--- config.mk ---
export PLATFORM = sky130hd
export DESIGN_NAME = vic_top
export DESIGN_NICKNAME = d
export VERILOG_FILES = /design/src/verilog/vic_pkg.sv /design/src/verilog/vic_if.sv /design/src/verilog/vic_prio_sel.sv /design/src/verilog/vic_top.sv
export SDC_FILE = /design/constraint.sdc
export NUM_CORES = 1
export LEC_CHECK = 0
export BUFFER_PORTS_ARGS = -buffer_cell sky130_fd_sc_hd__buf_2
export CAP_MARGIN = 0
export CORE_AREA = 2 2 87 89
export DETAILED_ROUTE_END_ITERATION = 16
export DIE_AREA = 0 0 89 91
export PLACE_DENSITY = 0.72
export SYNTH_ARGS = -nofsm -noshare
export SYNTH_HDL_FRONTEND = slang
export SYNTH_HIERARCHICAL = 1
export SYNTH_SLANG_ARGS = --single-unit
--- constraint.sdc ---
create_clock -name clk_in -period 3.35 [get_ports clk_in]
set_input_delay 0.5025 -clock clk_in [delete_from_list [all_inputs] [get_ports clk_in]]
set_output_delay 0.5025 -clock clk_in [all_outputs]
set_load 0.02 [all_outputs]
--- src/verilog/vic_pkg.sv ---
package vic_pkg;

	// ==========================================================
	// Source numbering: index equals default priority.
	// ==========================================================
	localparam int          VIC_NSRC       = 17;
	localparam int          VIC_IDX_W      = 5;
	localparam logic [4:0]  VIC_SRC_WDT    = 5'h00;
	localparam logic [4:0]  VIC_SRC_EXT0   = 5'h01;
	localparam logic [4:0]  VIC_SRC_KEY    = 5'h06;
	localparam logic [4:0]  VIC_SRC_I2C    = 5'h07;
	localparam logic [4:0]  VIC_SRC_BTM    = 5'h08;
	localparam logic [4:0]  VIC_SRC_ADC    = 5'h09;
	localparam logic [4:0]  VIC_SRC_NONE   = 5'h0A;
	localparam logic [4:0]  VIC_SRC_3W     = 5'h0B;
	localparam logic [4:0]  VIC_SRC_TMA    = 5'h0C;
	localparam logic [4:0]  VIC_SRC_TMB    = 5'h0D;
	localparam logic [4:0]  VIC_SRC_RXERR  = 5'h0E;
	localparam logic [4:0]  VIC_SRC_RXDONE = 5'h0F;
	localparam logic [4:0]  VIC_SRC_TXDONE = 5'h10;

	// ==========================================================
	// Vector addresses.
	// ==========================================================
	localparam logic [15:0] VIC_VEC_NMI    = 16'h0004;
	localparam logic [15:0] VIC_VEC_BASE   = 16'h0006;
	localparam logic [15:0] VIC_VEC_TRAP   = 16'h003E;
	localparam logic [15:0] VIC_VEC_RESET  = 16'h0000;

	// Kind of the vector being presented.
	typedef enum logic [1:0] {
		VIC_KIND_NONE = 2'b00,
		VIC_KIND_NMI  = 2'b01,
		VIC_KIND_MASK = 2'b10,
		VIC_KIND_TRAP = 2'b11
	} vic_kind_t;

	// Watchdog mode selection.
	typedef enum logic {
		VIC_WDT_INTERVAL = 1'b0,
		VIC_WDT_MODE1    = 1'b1
	} vic_wdt_mode_t;

	// Maps a maskable index onto its vector: the NMI vector for 0, base for 1, then 2 bytes a step.
	function automatic logic [15:0] vic_vector(input logic [4:0] idx);
		logic [15:0] v;
		if (idx == VIC_SRC_WDT) begin
			v = VIC_VEC_NMI;
		end else begin
			v = VIC_VEC_BASE + {10'h000, idx - 5'h01, 1'b0};
		end
		return v;
	endfunction

endpackage

--- src/verilog/vic_if.sv ---
`timescale 1ns/1ps
`default_nettype none

// Carries the pending picture from the top to the priority selector.
interface vic_sel_if;
	import vic_pkg::*;
	logic [VIC_NSRC-1:0] req;
	logic [VIC_NSRC-1:0] hi_grp;
	logic                found;
	logic [4:0]          idx;
	logic                idx_hi;
	modport top (output req, output hi_grp, input found, input idx, input idx_hi);
	modport sel (input req, input hi_grp, output found, output idx, output idx_hi);
endinterface

`default_nettype wire

--- src/verilog/vic_prio_sel.sv ---
`timescale 1ns/1ps
`default_nettype none

// Picks the eligible request: high group first, then lowest index.
module vic_prio_sel
	import vic_pkg::*;
(
	vic_sel_if.sel s
);

	// ==========================================================
	// Selection.
	// ==========================================================
	// Two passes keep the logic shallow; each pass scans from the lowest priority up
	// so that the last hit, the highest priority, wins.
	always_comb begin
		s.found  = 1'b0;
		s.idx    = 5'h00;
		s.idx_hi = 1'b0;
		for (int i = VIC_NSRC - 1; i >= 0; i--) begin
			if (s.req[i] && !s.hi_grp[i]) begin
				s.found = 1'b1;
				s.idx   = 5'(i);
			end
		end
		for (int i = VIC_NSRC - 1; i >= 0; i--) begin
			if (s.req[i] && s.hi_grp[i]) begin
				s.found  = 1'b1;
				s.idx    = 5'(i);
				s.idx_hi = 1'b1;
			end
		end
	end

endmodule // vic_prio_sel

`default_nettype wire

--- src/verilog/vic_top.sv ---
`timescale 1ns/1ps
`default_nettype none

module vic_top
	import vic_pkg::*;
(
	input  wire logic        clk_in,
	input  wire logic        sys_rst_in,
	input  wire logic        wdt_mode_in,
	input  wire logic        watchdog_overflow_irq_in,
	input  wire logic [4:0]  external_edge_irqs_in,
	input  wire logic        key_input_irq_in,
	input  wire logic        i2c_transfer_done_irq_in,
	input  wire logic        basic_timer_match_irq_in,
	input  wire logic        adc_conversion_done_irq_in,
	input  wire logic        three_wire_transfer_done_irq_in,
	input  wire logic        timer_a_match_irq_in,
	input  wire logic        timer_b_match_irq_in,
	input  wire logic        async_rx_error_irq_in,
	input  wire logic        async_rx_done_irq_in,
	input  wire logic        async_tx_done_irq_in,
	input  wire logic        software_trap_instruction_in,
	input  wire logic        global_enable_flag_in,
	input  wire logic        in_service_level_flag_in,
	input  wire logic [16:0] mask_flag_in,
	input  wire logic [16:0] level_select_flag_in,
	input  wire logic        irq_ack_in,
	output logic             irq_req_out,
	output logic [1:0]       irq_kind_out,
	output logic [15:0]      irq_vector_out,
	output logic             irq_level_hi_out,
	output logic [16:0]      request_flags_out
);

	// ==========================================================
	// State.
	// ==========================================================
	typedef struct packed {
		logic [4:0]  ext_s1;
		logic [4:0]  ext_s2;
		logic [4:0]  ext_prev;
		logic [16:0] req_flag;
		logic        nmi_pend;
		logic        trap_pend;
		logic        req;
		logic [1:0]  kind;
		logic [15:0] vector;
		logic [4:0]  idx;
		logic        level_hi;
	} vic_state_t;

	localparam logic [16:0] VIC_ZERO17 = 17'h00000;
	localparam vic_state_t  VIC_RST = '{
		ext_s1: 5'h00, ext_s2: 5'h00, ext_prev: 5'h00, req_flag: VIC_ZERO17,
		nmi_pend: 1'b0, trap_pend: 1'b0, req: 1'b0, kind: VIC_KIND_NONE,
		vector: VIC_VEC_RESET, idx: 5'h00, level_hi: 1'b0};

	vic_state_t          st_q;
	vic_state_t          st_d;
	logic [VIC_NSRC-1:0] trig;
	logic [VIC_NSRC-1:0] eligible;
	logic [4:0]          ext_rise;
	logic                wdt_nmi;
	logic                ack_mask;

	vic_sel_if sel_bus ();

	vic_prio_sel u_sel (
		.s (sel_bus.sel)
	);

	// ==========================================================
	// Triggers.
	// ==========================================================
	// External pins are edge detected after a two-stage synchroniser; the first
	// stage feeds nothing but the second. Only rising edges are taken, since the
	// edge-sense selection lies outside this block.
	assign ext_rise = st_q.ext_s2 & ~st_q.ext_prev;

	// Watchdog overflow goes to exactly one path depending on the mode.
	assign wdt_nmi = watchdog_overflow_irq_in && (wdt_mode_in == VIC_WDT_MODE1);

	always_comb begin
		trig                 = VIC_ZERO17;
		trig[VIC_SRC_WDT]    = watchdog_overflow_irq_in && (wdt_mode_in == VIC_WDT_INTERVAL);
		trig[VIC_SRC_EXT0+:5] = ext_rise;
		trig[VIC_SRC_KEY]    = key_input_irq_in;
		trig[VIC_SRC_I2C]    = i2c_transfer_done_irq_in;
		trig[VIC_SRC_BTM]    = basic_timer_match_irq_in;
		trig[VIC_SRC_ADC]    = adc_conversion_done_irq_in;
		trig[VIC_SRC_NONE]   = 1'b0;
		trig[VIC_SRC_3W]     = three_wire_transfer_done_irq_in;
		trig[VIC_SRC_TMA]    = timer_a_match_irq_in;
		trig[VIC_SRC_TMB]    = timer_b_match_irq_in;
		trig[VIC_SRC_RXERR]  = async_rx_error_irq_in;
		trig[VIC_SRC_RXDONE] = async_rx_done_irq_in;
		trig[VIC_SRC_TXDONE] = async_tx_done_irq_in;
	end

	// ==========================================================
	// Eligibility.
	// ==========================================================
	// A flag counts when unmasked and globally enabled; while a high level is in
	// service, low-group requests wait until it returns.
	always_comb begin
		for (int i = 0; i < VIC_NSRC; i++) begin
			eligible[i] = st_q.req_flag[i] && !mask_flag_in[i] && global_enable_flag_in
			              && !(in_service_level_flag_in && !level_select_flag_in[i]);
		end
	end

	assign sel_bus.req    = eligible;
	assign sel_bus.hi_grp = level_select_flag_in;

	// ==========================================================
	// Next state.
	// ==========================================================
	// A presented vector stays until the core acknowledges; the choice is frozen
	// meanwhile so the vector cannot change under the core.
	always_comb begin
		st_d          = st_q;
		ack_mask      = 1'b0;
		st_d.ext_s1   = external_edge_irqs_in;
		st_d.ext_s2   = st_q.ext_s1;
		st_d.ext_prev = st_q.ext_s2;
		if (st_q.req && irq_ack_in) begin
			st_d.req = 1'b0;
			case (st_q.kind)
				VIC_KIND_NMI:  st_d.nmi_pend  = 1'b0;
				VIC_KIND_TRAP: st_d.trap_pend = 1'b0;
				VIC_KIND_MASK: ack_mask       = 1'b1;
				default:       st_d.req       = 1'b0;
			endcase
		end
		// Acknowledge clears a flag, but a new trigger in that same cycle wins.
		for (int i = 0; i < VIC_NSRC; i++) begin
			if (ack_mask && (st_q.idx == 5'(i))) begin
				st_d.req_flag[i] = 1'b0;
			end
			if (trig[i]) begin
				st_d.req_flag[i] = 1'b1;
			end
		end
		if (wdt_nmi) begin
			st_d.nmi_pend = 1'b1;
		end
		if (software_trap_instruction_in) begin
			st_d.trap_pend = 1'b1;
		end
		// Non-maskable first, then trap, then the maskable winner.
		if (!st_d.req) begin
			if (st_d.nmi_pend) begin
				st_d.req    = 1'b1;
				st_d.kind   = VIC_KIND_NMI;
				st_d.vector = VIC_VEC_NMI;
				st_d.level_hi = 1'b1;
			end else if (st_d.trap_pend) begin
				st_d.req    = 1'b1;
				st_d.kind   = VIC_KIND_TRAP;
				st_d.vector = VIC_VEC_TRAP;
				st_d.level_hi = 1'b0;
			end else if (sel_bus.found && !(st_q.req && irq_ack_in)) begin
				st_d.req      = 1'b1;
				st_d.kind     = VIC_KIND_MASK;
				st_d.idx      = sel_bus.idx;
				st_d.vector   = vic_vector(sel_bus.idx);
				st_d.level_hi = sel_bus.idx_hi;
			end else begin
				st_d.kind = VIC_KIND_NONE;
			end
		end
		if (sys_rst_in) begin
			st_d = VIC_RST;
		end
	end

	// Single register stage for the whole state.
	always_ff @(posedge clk_in) begin
		st_q <= st_d;
	end

	assign irq_req_out       = st_q.req;
	assign irq_kind_out      = st_q.kind;
	assign irq_vector_out    = st_q.vector;
	assign irq_level_hi_out  = st_q.level_hi;
	assign request_flags_out = st_q.req_flag;

	// ==========================================================
	// Checks.
	// ==========================================================
	a_nmi_vector_taken: assert property (@(posedge clk_in) disable iff (sys_rst_in)
		(watchdog_overflow_irq_in && wdt_mode_in && !st_q.req) |=> (irq_req_out && irq_vector_out == 16'h0004))
		else $error("NMI not presented at 0004H");

	a_wdt_mode_exclusive: assert property (@(posedge clk_in) disable iff (sys_rst_in)
		(watchdog_overflow_irq_in && wdt_mode_in) |=> !$rose(request_flags_out[0]))
		else $error("Watchdog flag set in mode one");

	a_wdt_interval_flag: assert property (@(posedge clk_in) disable iff (sys_rst_in)
		(watchdog_overflow_irq_in && !wdt_mode_in) |=> request_flags_out[0])
		else $error("Interval watchdog flag not set");

	a_ext_edge_flag: assert property (@(posedge clk_in) disable iff (sys_rst_in)
		$rose(external_edge_irqs_in[0]) |-> ##3 request_flags_out[1])
		else $error("External edge flag not set after sync");

	a_slot_ten_empty: assert property (@(posedge clk_in) disable iff (sys_rst_in)
		!request_flags_out[10] && !(irq_req_out && irq_vector_out == 16'h0018))
		else $error("Empty slot used");

	a_trap_vector: assert property (@(posedge clk_in) disable iff (sys_rst_in)
		(software_trap_instruction_in && !st_q.req && !st_q.nmi_pend && !wdt_nmi)
		|=> (irq_kind_out == 2'b11 && irq_vector_out == 16'h003E))
		else $error("Trap vector not presented");

	a_mask_blocks_req: assert property (@(posedge clk_in) disable iff (sys_rst_in)
		(irq_req_out && irq_kind_out == 2'b10 && $changed(irq_vector_out)) |-> $past(global_enable_flag_in))
		else $error("Maskable presented while disabled");

	a_key_vector: assert property (@(posedge clk_in) disable iff (sys_rst_in)
		(irq_req_out && irq_kind_out == 2'b10 && st_q.idx == 5'h06) |-> irq_vector_out == 16'h0010)
		else $error("Key vector wrong");

	a_tx_vector: assert property (@(posedge clk_in) disable iff (sys_rst_in)
		(irq_req_out && irq_kind_out == 2'b10 && st_q.idx == 5'h10) |-> irq_vector_out == 16'h0024)
		else $error("Transmit vector wrong");

	a_ack_clears_flag: assert property (@(posedge clk_in) disable iff (sys_rst_in)
		(irq_req_out && irq_ack_in && irq_kind_out == 2'b10 && !trig[st_q.idx])
		|=> !request_flags_out[$past(st_q.idx)])
		else $error("Acknowledge left flag set");

	a_hold_until_ack: assert property (@(posedge clk_in) disable iff (sys_rst_in)
		(irq_req_out && !irq_ack_in) |=> (irq_req_out && $stable(irq_vector_out)))
		else $error("Vector changed before acknowledge");

	// ==========================================================
	// Vector checks per maskable source, and the last external edge flag.
	// ==========================================================
	// Each expected vector is written out by hand. A shared formula here would
	// repeat any slip in the mapping function and hide it.
	a_wdt_mask_vector: assert property (@(posedge clk_in) disable iff (sys_rst_in)
		(irq_req_out && irq_kind_out == 2'b10 && st_q.idx == 5'h00) |-> irq_vector_out == 16'h0004)
		else $error("Interval watchdog vector wrong");

	a_ext0_vector: assert property (@(posedge clk_in) disable iff (sys_rst_in)
		(irq_req_out && irq_kind_out == 2'b10 && st_q.idx == 5'h01) |-> irq_vector_out == 16'h0006)
		else $error("First external vector wrong");

	a_ext1_vector: assert property (@(posedge clk_in) disable iff (sys_rst_in)
		(irq_req_out && irq_kind_out == 2'b10 && st_q.idx == 5'h02) |-> irq_vector_out == 16'h0008)
		else $error("Second external vector wrong");

	a_ext2_vector: assert property (@(posedge clk_in) disable iff (sys_rst_in)
		(irq_req_out && irq_kind_out == 2'b10 && st_q.idx == 5'h03) |-> irq_vector_out == 16'h000A)
		else $error("Third external vector wrong");

	a_ext3_vector: assert property (@(posedge clk_in) disable iff (sys_rst_in)
		(irq_req_out && irq_kind_out == 2'b10 && st_q.idx == 5'h04) |-> irq_vector_out == 16'h000C)
		else $error("Fourth external vector wrong");

	a_ext4_vector: assert property (@(posedge clk_in) disable iff (sys_rst_in)
		(irq_req_out && irq_kind_out == 2'b10 && st_q.idx == 5'h05) |-> irq_vector_out == 16'h000E)
		else $error("Fifth external vector wrong");

	a_ext_edge_last: assert property (@(posedge clk_in) disable iff (sys_rst_in)
		$rose(external_edge_irqs_in[4]) |-> ##3 request_flags_out[5])
		else $error("Fifth external flag not set after sync");

	a_i2c_vector: assert property (@(posedge clk_in) disable iff (sys_rst_in)
		(irq_req_out && irq_kind_out == 2'b10 && st_q.idx == 5'h07) |-> irq_vector_out == 16'h0012)
		else $error("I2C vector wrong");

	a_btm_vector: assert property (@(posedge clk_in) disable iff (sys_rst_in)
		(irq_req_out && irq_kind_out == 2'b10 && st_q.idx == 5'h08) |-> irq_vector_out == 16'h0014)
		else $error("Basic timer vector wrong");

	a_adc_vector: assert property (@(posedge clk_in) disable iff (sys_rst_in)
		(irq_req_out && irq_kind_out == 2'b10 && st_q.idx == 5'h09) |-> irq_vector_out == 16'h0016)
		else $error("Converter vector wrong");

	a_three_wire_vector: assert property (@(posedge clk_in) disable iff (sys_rst_in)
		(irq_req_out && irq_kind_out == 2'b10 && st_q.idx == 5'h0B) |-> irq_vector_out == 16'h001A)
		else $error("Three-wire vector wrong");

	a_tma_vector: assert property (@(posedge clk_in) disable iff (sys_rst_in)
		(irq_req_out && irq_kind_out == 2'b10 && st_q.idx == 5'h0C) |-> irq_vector_out == 16'h001C)
		else $error("First timer vector wrong");

	a_tmb_vector: assert property (@(posedge clk_in) disable iff (sys_rst_in)
		(irq_req_out && irq_kind_out == 2'b10 && st_q.idx == 5'h0D) |-> irq_vector_out == 16'h001E)
		else $error("Second timer vector wrong");

	a_rx_error_vector: assert property (@(posedge clk_in) disable iff (sys_rst_in)
		(irq_req_out && irq_kind_out == 2'b10 && st_q.idx == 5'h0E) |-> irq_vector_out == 16'h0020)
		else $error("Receive error vector wrong");

	a_rx_done_vector: assert property (@(posedge clk_in) disable iff (sys_rst_in)
		(irq_req_out && irq_kind_out == 2'b10 && st_q.idx == 5'h0F) |-> irq_vector_out == 16'h0022)
		else $error("Receive done vector wrong");

	// ==========================================================
	// Presentation checks.
	// ==========================================================
	// The kind code must always match the vector, or the core would enter the
	// wrong handler with the right address.
	a_nmi_kind_vector: assert property (@(posedge clk_in) disable iff (sys_rst_in)
		(irq_req_out && irq_kind_out == 2'b01) |-> (irq_vector_out == 16'h0004 && irq_level_hi_out))
		else $error("NMI presented with wrong vector or level");

	a_trap_kind_vector: assert property (@(posedge clk_in) disable iff (sys_rst_in)
		(irq_req_out && irq_kind_out == 2'b11) |-> irq_vector_out == 16'h003E)
		else $error("Trap presented with wrong vector");

	a_idle_kind_none: assert property (@(posedge clk_in) disable iff (sys_rst_in)
		!irq_req_out |-> irq_kind_out == 2'b00)
		else $error("Kind shown while idle");

	a_req_has_kind: assert property (@(posedge clk_in) disable iff (sys_rst_in)
		irq_req_out |-> irq_kind_out != 2'b00)
		else $error("Request shown without kind");

	a_ack_releases_req: assert property (@(posedge clk_in) disable iff (sys_rst_in)
		(irq_req_out && irq_ack_in && irq_kind_out == 2'b10 && !st_q.nmi_pend && !st_q.trap_pend
		 && !wdt_nmi && !software_trap_instruction_in) |=> !irq_req_out)
		else $error("Request not released after acknowledge");

	a_isp_blocks_low: assert property (@(posedge clk_in) disable iff (sys_rst_in)
		(irq_req_out && irq_kind_out == 2'b10 && $rose(irq_req_out) && $past(in_service_level_flag_in))
		|-> irq_level_hi_out)
		else $error("Low group presented during high service");

	a_rst_clears_all: assert property (@(posedge clk_in)
		sys_rst_in |=> (!irq_req_out && request_flags_out == 17'h00000))
		else $error("Reset left a request standing");

endmodule // vic_top

`default_nettype wire

; After elaboration in Yosys (flattened, before gate mapping)
; Index checks and enable logic that the tools add are counted.
[classes]
n_mux = 130
n_eq_ne = 18
addsub = 2
n_bitwise = 6
n_reduce_logical = 186
[ops]
columns = cell, n
row1 = two-way mux 5 bit, 34
row2 = logical AND 1 bit, 116
row3 = two-way mux 1 bit, 89
row4 = zero test 1 bit, 49
row5 = two-way mux 19 bit, 2
row6 = == test 5 x 4 -> 1 bit (second input constant), 7
row7 = nonzero test 2 bit, 16
row8 = two-way mux 25 bit, 1
row9 = two-way mux 22 bit, 1
row10 = == test 5 x 3 -> 1 bit (second input constant), 4
row11 = == test 5 x 2 -> 1 bit (second input constant), 2
row12 = zero test 5 bit, 2
row13 = adder 3 x 6 -> 7 bit (first input constant), 1
row14 = two-way mux 7 bit, 1
row15 = bitwise AND 5 bit, 1
row16 = == test 5 x 1 -> 1 bit (second input constant), 1
row17 = == test 5 bit (second input constant), 1
row18 = inverter 5 bit, 1
row19 = subtractor 5 x 1 -> 5 bit (second input constant), 1
row20 = == test 2 bit (second input constant), 2
row21 = inverter 1 bit, 4
row22 = AND reduction 4 bit, 1
row23 = two-way mux 3 bit, 1
row24 = nonzero test 3 bit, 1
row25 = other kinds (3), 3
[totals]
input_bits = 57
reg_bits = 58

; Logic depth before layout (Yosys ltp)
; Gate-level depths: netlist (run 1).
[logic_depth]
depth_word = 44
depth_mapped = 17

; Modules after synthesis
; Netlist (run 1), hierarchy kept.
[by_module_without_submodules]
columns = mod, n_inst, cells_per_inst, area_each_um2
row1 = vic_top, 1, 296, 2493.6
row2 = vic_prio_sel, 1, 102, 635.6

; Least setup slack after synthesis (run 1)
; Ideal clock, no wire load.
[synth_path]
path_kind = input to register
start = input global_enable_flag_in
end = register st_q, in the netlist irq_vector_out[5]
required_time_ns = 3.231
slack_ns = -0.186
stages = 17
arrival_ns = 3.417
path_cell_list = clkbuf_1 > clkbuf_1 > nand2_1 > nor3_1 > nand2_1 > a32o_1 > a21oi_1 > a22o_1 > a41o_1 > clkbuf_2 > inv_1 > ha_1 > or4b_1 > o211ai_1 > o31ai_1 > a21oi_1 > o2bb2ai_1
[synth_between]
elab_cells_between_ends = 138
cone_classes = add/sub (2) / mux (68) / reduce/logical (68)
[synth_lines]
columns = item, line_no
row1 = start: declaration, vic_top.sv:23  ; input wire logic global_enable_flag_in,
row2 = logical AND 1 bit (*), vic_top.sv:107  ; eligible[i] = st_q.req_flag[i] && !mask_flag_in[i] && global_enable_flag_in
row3 = logical AND 1 bit (*), vic_top.sv:108  ; && !(in_service_level_flag_in && !level_select_flag_in[i]);
row4 = net eligible[7], vic_top.sv:61  ; logic [VIC_NSRC-1:0] eligible;
row5 = logical AND 1 bit, vic_prio_sel.sv:21  ; if (s.req[i] && !s.hi_grp[i]) begin
row6 = two-way mux 5 bit (8 in a row), vic_prio_sel.sv:21
row7 = two-way mux 5 bit (8 in a row), vic_prio_sel.sv:27  ; if (s.req[i] && s.hi_grp[i]) begin
row8 = two-way mux 5 bit (*) (8 in a row), vic_prio_sel.sv:27
row9 = net sel_bus.idx[0], vic_if.sv:10  ; logic [4:0] idx;
row10 = subtractor 5 x 1 -> 5 bit, vic_pkg.sv:50  ; v = VIC_VEC_BASE + {10'h000, idx - 5'h01, 1'b0};
row11 = adder 3 x 6 -> 7 bit, vic_pkg.sv:50
row12 = two-way mux 7 bit (*), vic_pkg.sv:47  ; if (idx == VIC_SRC_WDT) begin
row13 = two-way mux 22 bit (*), vic_top.sv:162  ; end else if (sel_bus.found && !(st_q.req && irq_ack_in)) begin
row14 = two-way mux 19 bit (*), vic_top.sv:157  ; end else if (st_d.trap_pend) begin
row15 = two-way mux 19 bit (*), vic_top.sv:152  ; if (st_d.nmi_pend) begin
row16 = end signal: assignment, vic_top.sv:179  ; st_q <= st_d;
row17 = end: declaration, vic_top.sv:58  ; vic_state_t st_q;
; Mark *: on every way through the listed nets, which the timed path passes. The rest lies on a longest branch. The select of a mux whose other input is x is not followed.
; A chain may end at the register's enable or synchronous reset.

; Worst setup path after layout (run 1)
[layout_path]
start = input in_service_level_flag_in
end = register st_q, in the netlist irq_vector_out[6]
[layout_between]
elab_cells_between_ends = 154
cone_classes = add/sub (2) / mux (68) / reduce/logical (84)
[layout_lines]
columns = item, line_no
row1 = start: declaration, vic_top.sv:24  ; input wire logic in_service_level_flag_in,
row2 = logical AND 1 bit (*), vic_top.sv:108
row3 = zero test 1 bit (*), vic_top.sv:108
row4 = logical AND 1 bit (*), vic_top.sv:108
row5 = net eligible[6], vic_top.sv:61
row6 = logical AND 1 bit, vic_prio_sel.sv:21
row7 = two-way mux 5 bit (7 in a row), vic_prio_sel.sv:21
row8 = two-way mux 5 bit (9 in a row), vic_prio_sel.sv:27
row9 = two-way mux 5 bit (*) (7 in a row), vic_prio_sel.sv:27
row10 = net sel_bus.idx[1], vic_if.sv:10
row11 = subtractor 5 x 1 -> 5 bit, vic_pkg.sv:50
row12 = adder 3 x 6 -> 7 bit, vic_pkg.sv:50
row13 = two-way mux 7 bit (*), vic_pkg.sv:47
row14 = two-way mux 22 bit (*), vic_top.sv:162
row15 = two-way mux 19 bit (*), vic_top.sv:157
row16 = two-way mux 19 bit (*), vic_top.sv:152
; Marks and branches as above.

==> results of run 1 <==
==> area by class of cell <==
type                    instances  share of cell area (%)
clock inverters                 2                   0.400
repair buffers                113                    17.3
clock buffers                   6                    2.20
flip-flops and latches         48                    25.6
multi-input cells             301                    49.7
well taps                      99                    3.30
inverters                      16                    1.60
==> critical path, stage by stage <==
cell and delay (ns):
buf_2 0.18, nor2b_1 0.16, nor3_1 0.21, nor2b_1 0.27
nor2b_1 0.13, a21oi_1 0.21, a21oi_1 0.11, o22ai_2 0.18
inv_1 0.12, ha_1 0.21, buf_4 0.16, xnor2_1 0.12
a21oi_1 0.16, nand2_1 0.07, or4_1 0.40, o2bb2ai_1 0.14
==> cell usage in the layout, fill, tap and decap left out, drive strengths merged, types with 5 or more instances in the layout <==
| master | n |
|---|---|
| nand2 | 51 |
| mux2i | 6 |
| nand4 | 5 |
| buf | 112 |
| a22oi | 5 |
| conb | 14 |
| a21oi | 26 |
| nor3 | 18 |
| nand3 | 9 |
| o2bb2ai | 5 |
| clkbuf | 7 |
| nor2b | 39 |
| inv | 16 |
| dfxtp | 48 |
| o21ai | 17 |
| nand2b | 23 |
| nor2 | 23 |
==> worst max-delay path by stage <==
stage / from / to / slack, ns / cells after the start
finish: in_service_level_flag_in / irq_vector_out[6]$_SDFFE_PP0P_ / 0.24 / 16
global route: in_service_level_flag_in / irq_vector_out[6]$_SDFFE_PP0P_ / 0.009 / 16
CTS: in_service_level_flag_in / irq_vector_out[6]$_SDFFE_PP0P_ / 0.18 / 16
detailed placement: in_service_level_flag_in / irq_vector_out[6]$_SDFFE_PP0P_ / -0.13 / 16
global placement: in_service_level_flag_in / irq_vector_out[5]$_SDFFE_PP0P_ / -0.07 / 15
floorplan: global_enable_flag_in / irq_vector_out[5]$_SDFFE_PP0P_ / 0.02 / 17
==> cell families (layout without fill, tap and decap cells) <==
family,count (synthesis),in the layout,share of synthesized area (%)
simple gates,189,189,33.8
fa+ha+maj,4,4,1.60
buf+inv,62,137,11.8
other cells,1,14,0.120
compound gates,84,84,19.0
mux,6,6,1.92
flops,48,48,30.7
xor+xnor,4,4,1.12
==> sequential cells by signal, summed over array words and instances, names as in the netlist <==
name,flops
irq_kind_out,2
irq_level_hi_out,1
request_flags_out,16
irq_req_out,1
irq_vector_out,6
st_q,22
==> power breakdown <==
part           leakage [nW]  switching [mW]  internal [mW]  total (mW)
Sequential            0.397          0.0270          0.606       0.633
Clock                0.0434           0.190          0.167       0.358
Combinational          1.29           0.242          0.200       0.442
Total                  1.73           0.459          0.974        1.43
==> metal layers <==
metal	part of all wire, %	vias up
met3	5.0	13
met4	1.7	0
met1	46	1401
met2	48	92
met5	0	-
li1	-	1517
==> repair_timing <==
| action | in CTS | in global routing |
|---|---|---|
| endpoints found under the setup margin | 0 | 2 |
| gates resized for setup | 0 | 4 |
| buffers inserted | 0 | 1 |
| endpoints found under the hold margin | 0 | 0 |
==> flow_summary.json, run 1 <==
{
  "status": "finished, final reports clean",
  "fin_skew_ns": 0.00945,
  "r2r-end": "irq_vector_out[6]$_SDFFE_PP0P_",
  "grt_pass1_vias": 2844,
  "fmax_mhz": 321,
  "worst_pin_slew_ns": 0.825,
  "avgSynthCellArea_sq_um": 7.86,
  "num_rows": 31,
  "grt.overflow.total": 0,
  "irDropWorstVdd_uv": 341,
  "whs_ns": 0.411,
  "fin_tns_setup_ns": 0,
  "cts_num_sinks": 48,
  "place_congestion": 0.919,
  "cts.reportedPaths.clkPinSlew_ns": 0.09,
  "ctsHtreeMaxLevel": 2,
  "yosys-top-cells-area": "dfxtp_1, buf_4, nor2b_1",
  "clkLatencyLatePin_ns": 0.30,
  "use_met2_pct": 32.9,
  "synth_seq_area_share_pct": 30.7,
  "period_share_pct": 92.9,
  "fillers": 729,
  "synth-edff-count": 0,
  "antenna_found_initial": 0,
  "ys.flop_type": "dfxtp_1",
  "drive_above_1_share_pct": 29.2,
  "num_io_pins": 94,
  "reg2reg_slack_ns": 0.36,
  "final_area_sq_um": 3760,
  "synthArstFlopShare_pct": 0,
  "pre_cts_ws_ns": -0.129,
  "yosysWarnings": 6,
  "required_ns": 3.58,
  "power_mw": 1.43,
  "rsz0062_at_grt": "no",
  "synthTopCellsByCount": "nand2_1, dfxtp_1, nor2b_1, buf_4, a21oi_1",
  "r2r.worst_path.cells": 15,
  "hold_viol_final": 0,
  "grt_use_met1_pct": 25.4,
  "worst-path-max-fanout": 15,
  "die_h_um": 91,
  "seq_area_sq_um": 961,
  "synth_top_area_share_pct": 30.7,
  "reg2reg_from": "request_flags_out[6]$_SDFFE_PP0P_",
  "power.density_nw_per_um2": 382,
  "multi_input_area_sq_um": 1870,
  "hpwlAfterDp_um": 6420,
  "crit_type": "input port to flop",
  "initial_utilization_pct": 43.8,
  "cts_tree": "built",
  "hold_start": "external_edge_irqs_in[4]",
  "utilization_pct": 52.6,
  "hold_buffers": 0,
  "die_w_um": 89,
  "area_growth_pct": 20.0,
  "top_usage_layer": "met2",
  "fin_crit_ns": 3.11,
  "drc": 0,
  "grt_max_degree": 47,
  "slew_headroom_pct": 45.0,
  "cp-end-kind": "flop",
  "route.vias.total": 3023,
  "min_to": "st_q[58]$_SDFF_PP0_",
  "clock-root-buffer": "clkbuf_8",
  "wl_um": 7880,
  "p_leak_nw": 1.73,
  "final.setup.worst_slack_ns": 0.240,
  "numCtsBuffers": 5,
  "slew_viol_final": 0,
  "synth_largest_area_cell": "dfxtp_1",
  "place_inst": 576,
  "arrival_ns": 3.34,
  "route.detailed.wl_per_inst_um": 13.5,
  "cp-start-kind": "input port",
  "hp-class": "input port to flop",
  "finalNetCount": 546,
  "insertedDiodeCount": 0,
  "syn_inst": 398,
  "placed_area_sq_um": 3630,
  "first_iter_violations": 100,
  "use_met3_pct": 2.36,
  "io_buffer_count": 81,
  "drtPass1Iterations": 4,
  "grt_usage_pct": 19.4,
  "drtAntennaViolNets": 0,
  "grt_pass1_wl_um": 12700,
  "ys_types": 64,
  "whs_path_depth": 2,
  "viasPerCell": 5.17,
  "netlist_area_sq_um": 3130,
  "instances_no_fill": 585,
  "cap_viol_max_count": 0,
  "clock_path_buffers": 2,
  "synth-seq-cells": 48,
  "yosysMostFrequentCell": "nand2_1",
  "placeableCoreArea_sq_um": 7140,
  "dieArea_sq_um": 8100,
  "setup-violations-final": 0
}
Power figures use the tool's default switching activity.
==> run 2, diff against run 1 <==
--- a/config.mk
+++ b/config.mk
@@ -7,11 +7,11 @@
 export LEC_CHECK = 0
 export BUFFER_PORTS_ARGS = -buffer_cell sky130_fd_sc_hd__buf_2
 export CAP_MARGIN = 0
-export CORE_AREA = 2 2 87 89
+export CORE_AREA = 2 2 85 87
+export CTS_CLUSTER_SIZE = 28
 export DETAILED_ROUTE_END_ITERATION = 16
-export DIE_AREA = 0 0 89 91
-export PLACE_DENSITY = 0.72
+export DIE_AREA = 0 0 87 89
+export PLACE_DENSITY = 0.73
 export SYNTH_ARGS = -nofsm -noshare
 export SYNTH_HDL_FRONTEND = slang
-export SYNTH_HIERARCHICAL = 1
 export SYNTH_SLANG_ARGS = --single-unit
==> run 2 against run 1 <==
Synthesized cell count is 10% lower. Clock skew is 0.0043 ns lower. Sequential power about the same. Combinational power fell by 0.9%. Via count shrank 4.6%. Die area fell by 4.4%. First-iteration DRC count up 7.0%. Final area decreased by 2.2%. Worst hold slack worse by 0.0097 ns. Clock-buffer cell count decreased by 1. Critical path type is now flop to flop. Highest routed layer unchanged.
==> flow_summary.json, run 2 <==
{
  "worst_pin_slew_ns": 0.742,
  "finalNetCount": 505,
  "ys_types": 68,
  "ys.flop_type": "dfxtp_1",
  "whs_path_depth": 3,
  "final_area_sq_um": 3670,
  "reg2reg_from": "request_flags_out[11]$_SDFFE_PP0P_",
  "instances_no_fill": 526,
  "wl_um": 8380,
  "reg2reg_slack_ns": 0.17,
  "arrival_ns": 3.40,
  "clock-root-buffer": "clkbuf_8",
  "largest_register": "st_q",
  "numCtsBuffers": 5,
  "slew_viol_final": 0,
  "synth_largest_area_cell": "dfxtp_1",
  "area_growth_pct": 22.2,
  "synthTopCellsByCount": "dfxtp_1, buf_4, a21oi_1, nor2_1, o21ai_0",
  "hpwlAfterDp_um": 6710,
  "cts_tree": "built",
  "slew_headroom_pct": 50.1,
  "grt_usage_pct": 22.1,
  "synth_seq_area_share_pct": 32.0,
  "drtAntennaViolNets": 0,
  "final_cell_mix": "buf_2, dfxtp_1, buf_4, a21oi_1",
  "cts.reportedPaths.clkPinSlew_ns": 0.10,
  "status": "finished, final reports clean",
  "avgSynthCellArea_sq_um": 8.41,
  "r2r-end": "irq_vector_out[4]$_SDFFE_PP0P_",
  "use_met2_pct": 39.5,
  "dieArea_sq_um": 7740,
  "placeableCoreArea_sq_um": 6720,
  "cp-end-kind": "flop",
  "route.detailed.wl_per_inst_um": 15.9,
  "ctsHtreeMaxLevel": 2,
  "utilization_pct": 54.7,
  "die_w_um": 87,
  "initial_utilization_pct": 44.7,
  "grt_pass1_wl_um": 13300,
  "fillers": 632,
  "netlist_area_sq_um": 3000,
  "cp_top_family": "simple AND/OR/NAND/NOR gates",
  "crit_path_start": "request_flags_out[11]$_SDFFE_PP0P_",
  "drive_above_1_share_pct": 33.2,
  "grt_use_met1_pct": 26.4,
  "top_usage_layer": "met2",
  "p_leak_nw": 1.63,
  "clkLatencyLatePin_ns": 0.30,
  "crit_type": "flop to flop",
  "num_io_pins": 94,
  "grt_pass1_vias": 2749,
  "place_inst": 518,
  "required_ns": 3.57,
  "r2r.worst_path.cells": 12,
  "grt_max_degree": 32,
  "layout_commonest_cell": "buf_2",
  "worst-path-max-fanout": 4,
  "placed_area_sq_um": 3500,
  "num_rows": 30,
  "power.density_nw_per_um2": 431,
  "post_cts_buffers": 0,
  "cts_num_sinks": 48,
  "place_congestion": 0.904,
  "die_h_um": 89,
  "syn_inst": 357,
  "fmax_mhz": 314,
  "largest_reg_flops": 22,
  "hp-class": "input port to flop",
  "yosysWarnings": 0,
  "cpMaxStageDelayCell": "or4_1",
  "yosys-top-cells-area": "dfxtp_1, buf_4, nand4b_1",
  "antenna_found_initial": 0,
  "io_buffer_count": 80,
  "drtPass1Iterations": 4,
  "route.vias.total": 2885,
  "cp-start-kind": "flop",
  "crit_chain": "nor3b_2 > buf_4 > nand3_1 > a221oi_1 > o2111ai_1 > nand3_1 > nand3_2 > ha_1 > and2_1 > or2_1 > or4_1 > a311oi_2",
  "hold_viol_final": 0,
  "cpMostUsedCell": "nand3_1",
  "yosysMostFrequentCell": "dfxtp_1",
  "timing.critical_path.buf_inv": 1,
  "irDropWorstVdd_uv": 272,
  "rsz0062_at_grt": "no",
  "synth-edff-count": 0,
  "grt.overflow.total": 0,
  "synthArstFlopShare_pct": 0,
  "viasPerCell": 5.48,
  "clock_path_buffers": 2,
  "insertedDiodeCount": 0,
  "hold_buffers": 0,
  "fin_skew_ns": 0.00516,
  "synth-seq-cells": 48,
  "setup-violations-final": 0,
  "drc": 0,
  "use_met3_pct": 3.88,
  "synth_top_area_share_pct": 32.0,
  "power_mw": 1.58,
  "fin_crit_ns": 3.18,
  "slowest_delay_ns": 0.51,
  "cap_viol_max_count": 0,
  "first_iter_violations": 107,
  "period_share_pct": 95.0,
  "hold_start": "basic_timer_match_irq_in",
  "min_to": "request_flags_out[8]$_SDFFE_PP0P_"
}
-- run 2: metrics by stage --
step / hold WS (ns) / setup WS [ns] / setup TNS, ns
global placement: 0.419 / -0.120 / -0.120
CTS: 0.398 / 0.0237 / 0
finish: 0.401 / 0.169 / 0
global route: 0.394 / 0.0137 / 0
floorplan: 0.414 / 0.228 / 0
detailed placement: 0.420 / -0.190 / -0.190
-- run 2: tightest hold or removal path, cell delays in order --
cell and delay [ns]:
buf_2 0.07, a21oi_1 0.03, nor2_1 0.07
-- run 2: final cells by class --
type / instances / area, sq um / area share, %
flip-flops and latches: 48 / 961 / 26.2
clock buffers: 5 / 68.8 / 1.87
clock inverters: 3 / 68.8 / 1.87
multi-input cells: 258 / 1740 / 47.5
repair buffers: 116 / 671 / 18.3
inverters: 16 / 60.1 / 1.64
well taps: 80 / 100 / 2.73
-- run 2: routing by layer --
layer,routed length [um],share of wire (%)
met5,0,0
met4,197,2.4
met3,410,4.9
met2,4140,49
met1,3630,43
-- run 2: cells by family (layout without fill, tap and decap cells) --
logic type	Yosys count	after routing	synth area share [%]
xor+xnor	4	4	1.17
buf+inv	61	140	12.3
fa+ha+maj	3	3	1.25
mux	5	5	1.75
compound gates	89	89	20.2
flops	48	48	32.0
simple gates	146	146	31.2
other cells	1	11	0.125
-- run 2: report_power, final --
part | leakage, nW | internal [mW] | switching, mW
logic | 1.16 | 0.197 | 0.242
registers | 0.397 | 0.607 | 0.0265
clock network | 0.0687 | 0.301 | 0.210
-- run 2: worst max-delay path by stage --
stage | slack [ns] | to | cells past startpoint
global placement | -0.12 | irq_vector_out[4]$_SDFFE_PP0P_ | 13
global route | 0.01 | irq_vector_out[4]$_SDFFE_PP0P_ | 12
CTS | 0.02 | irq_vector_out[4]$_SDFFE_PP0P_ | 12
floorplan | 0.23 | irq_vector_out[4]$_SDFFE_PP0P_ | 11
detailed placement | -0.19 | irq_vector_out[4]$_SDFFE_PP0P_ | 13
finish | 0.17 | irq_vector_out[4]$_SDFFE_PP0P_ | 12
-- run 2: what timing repair did --
item | CTS | global route
resized for setup | 0 | 7
endpoints found under the setup margin | 0 | 1
hold endpoints to repair | 0 | 0
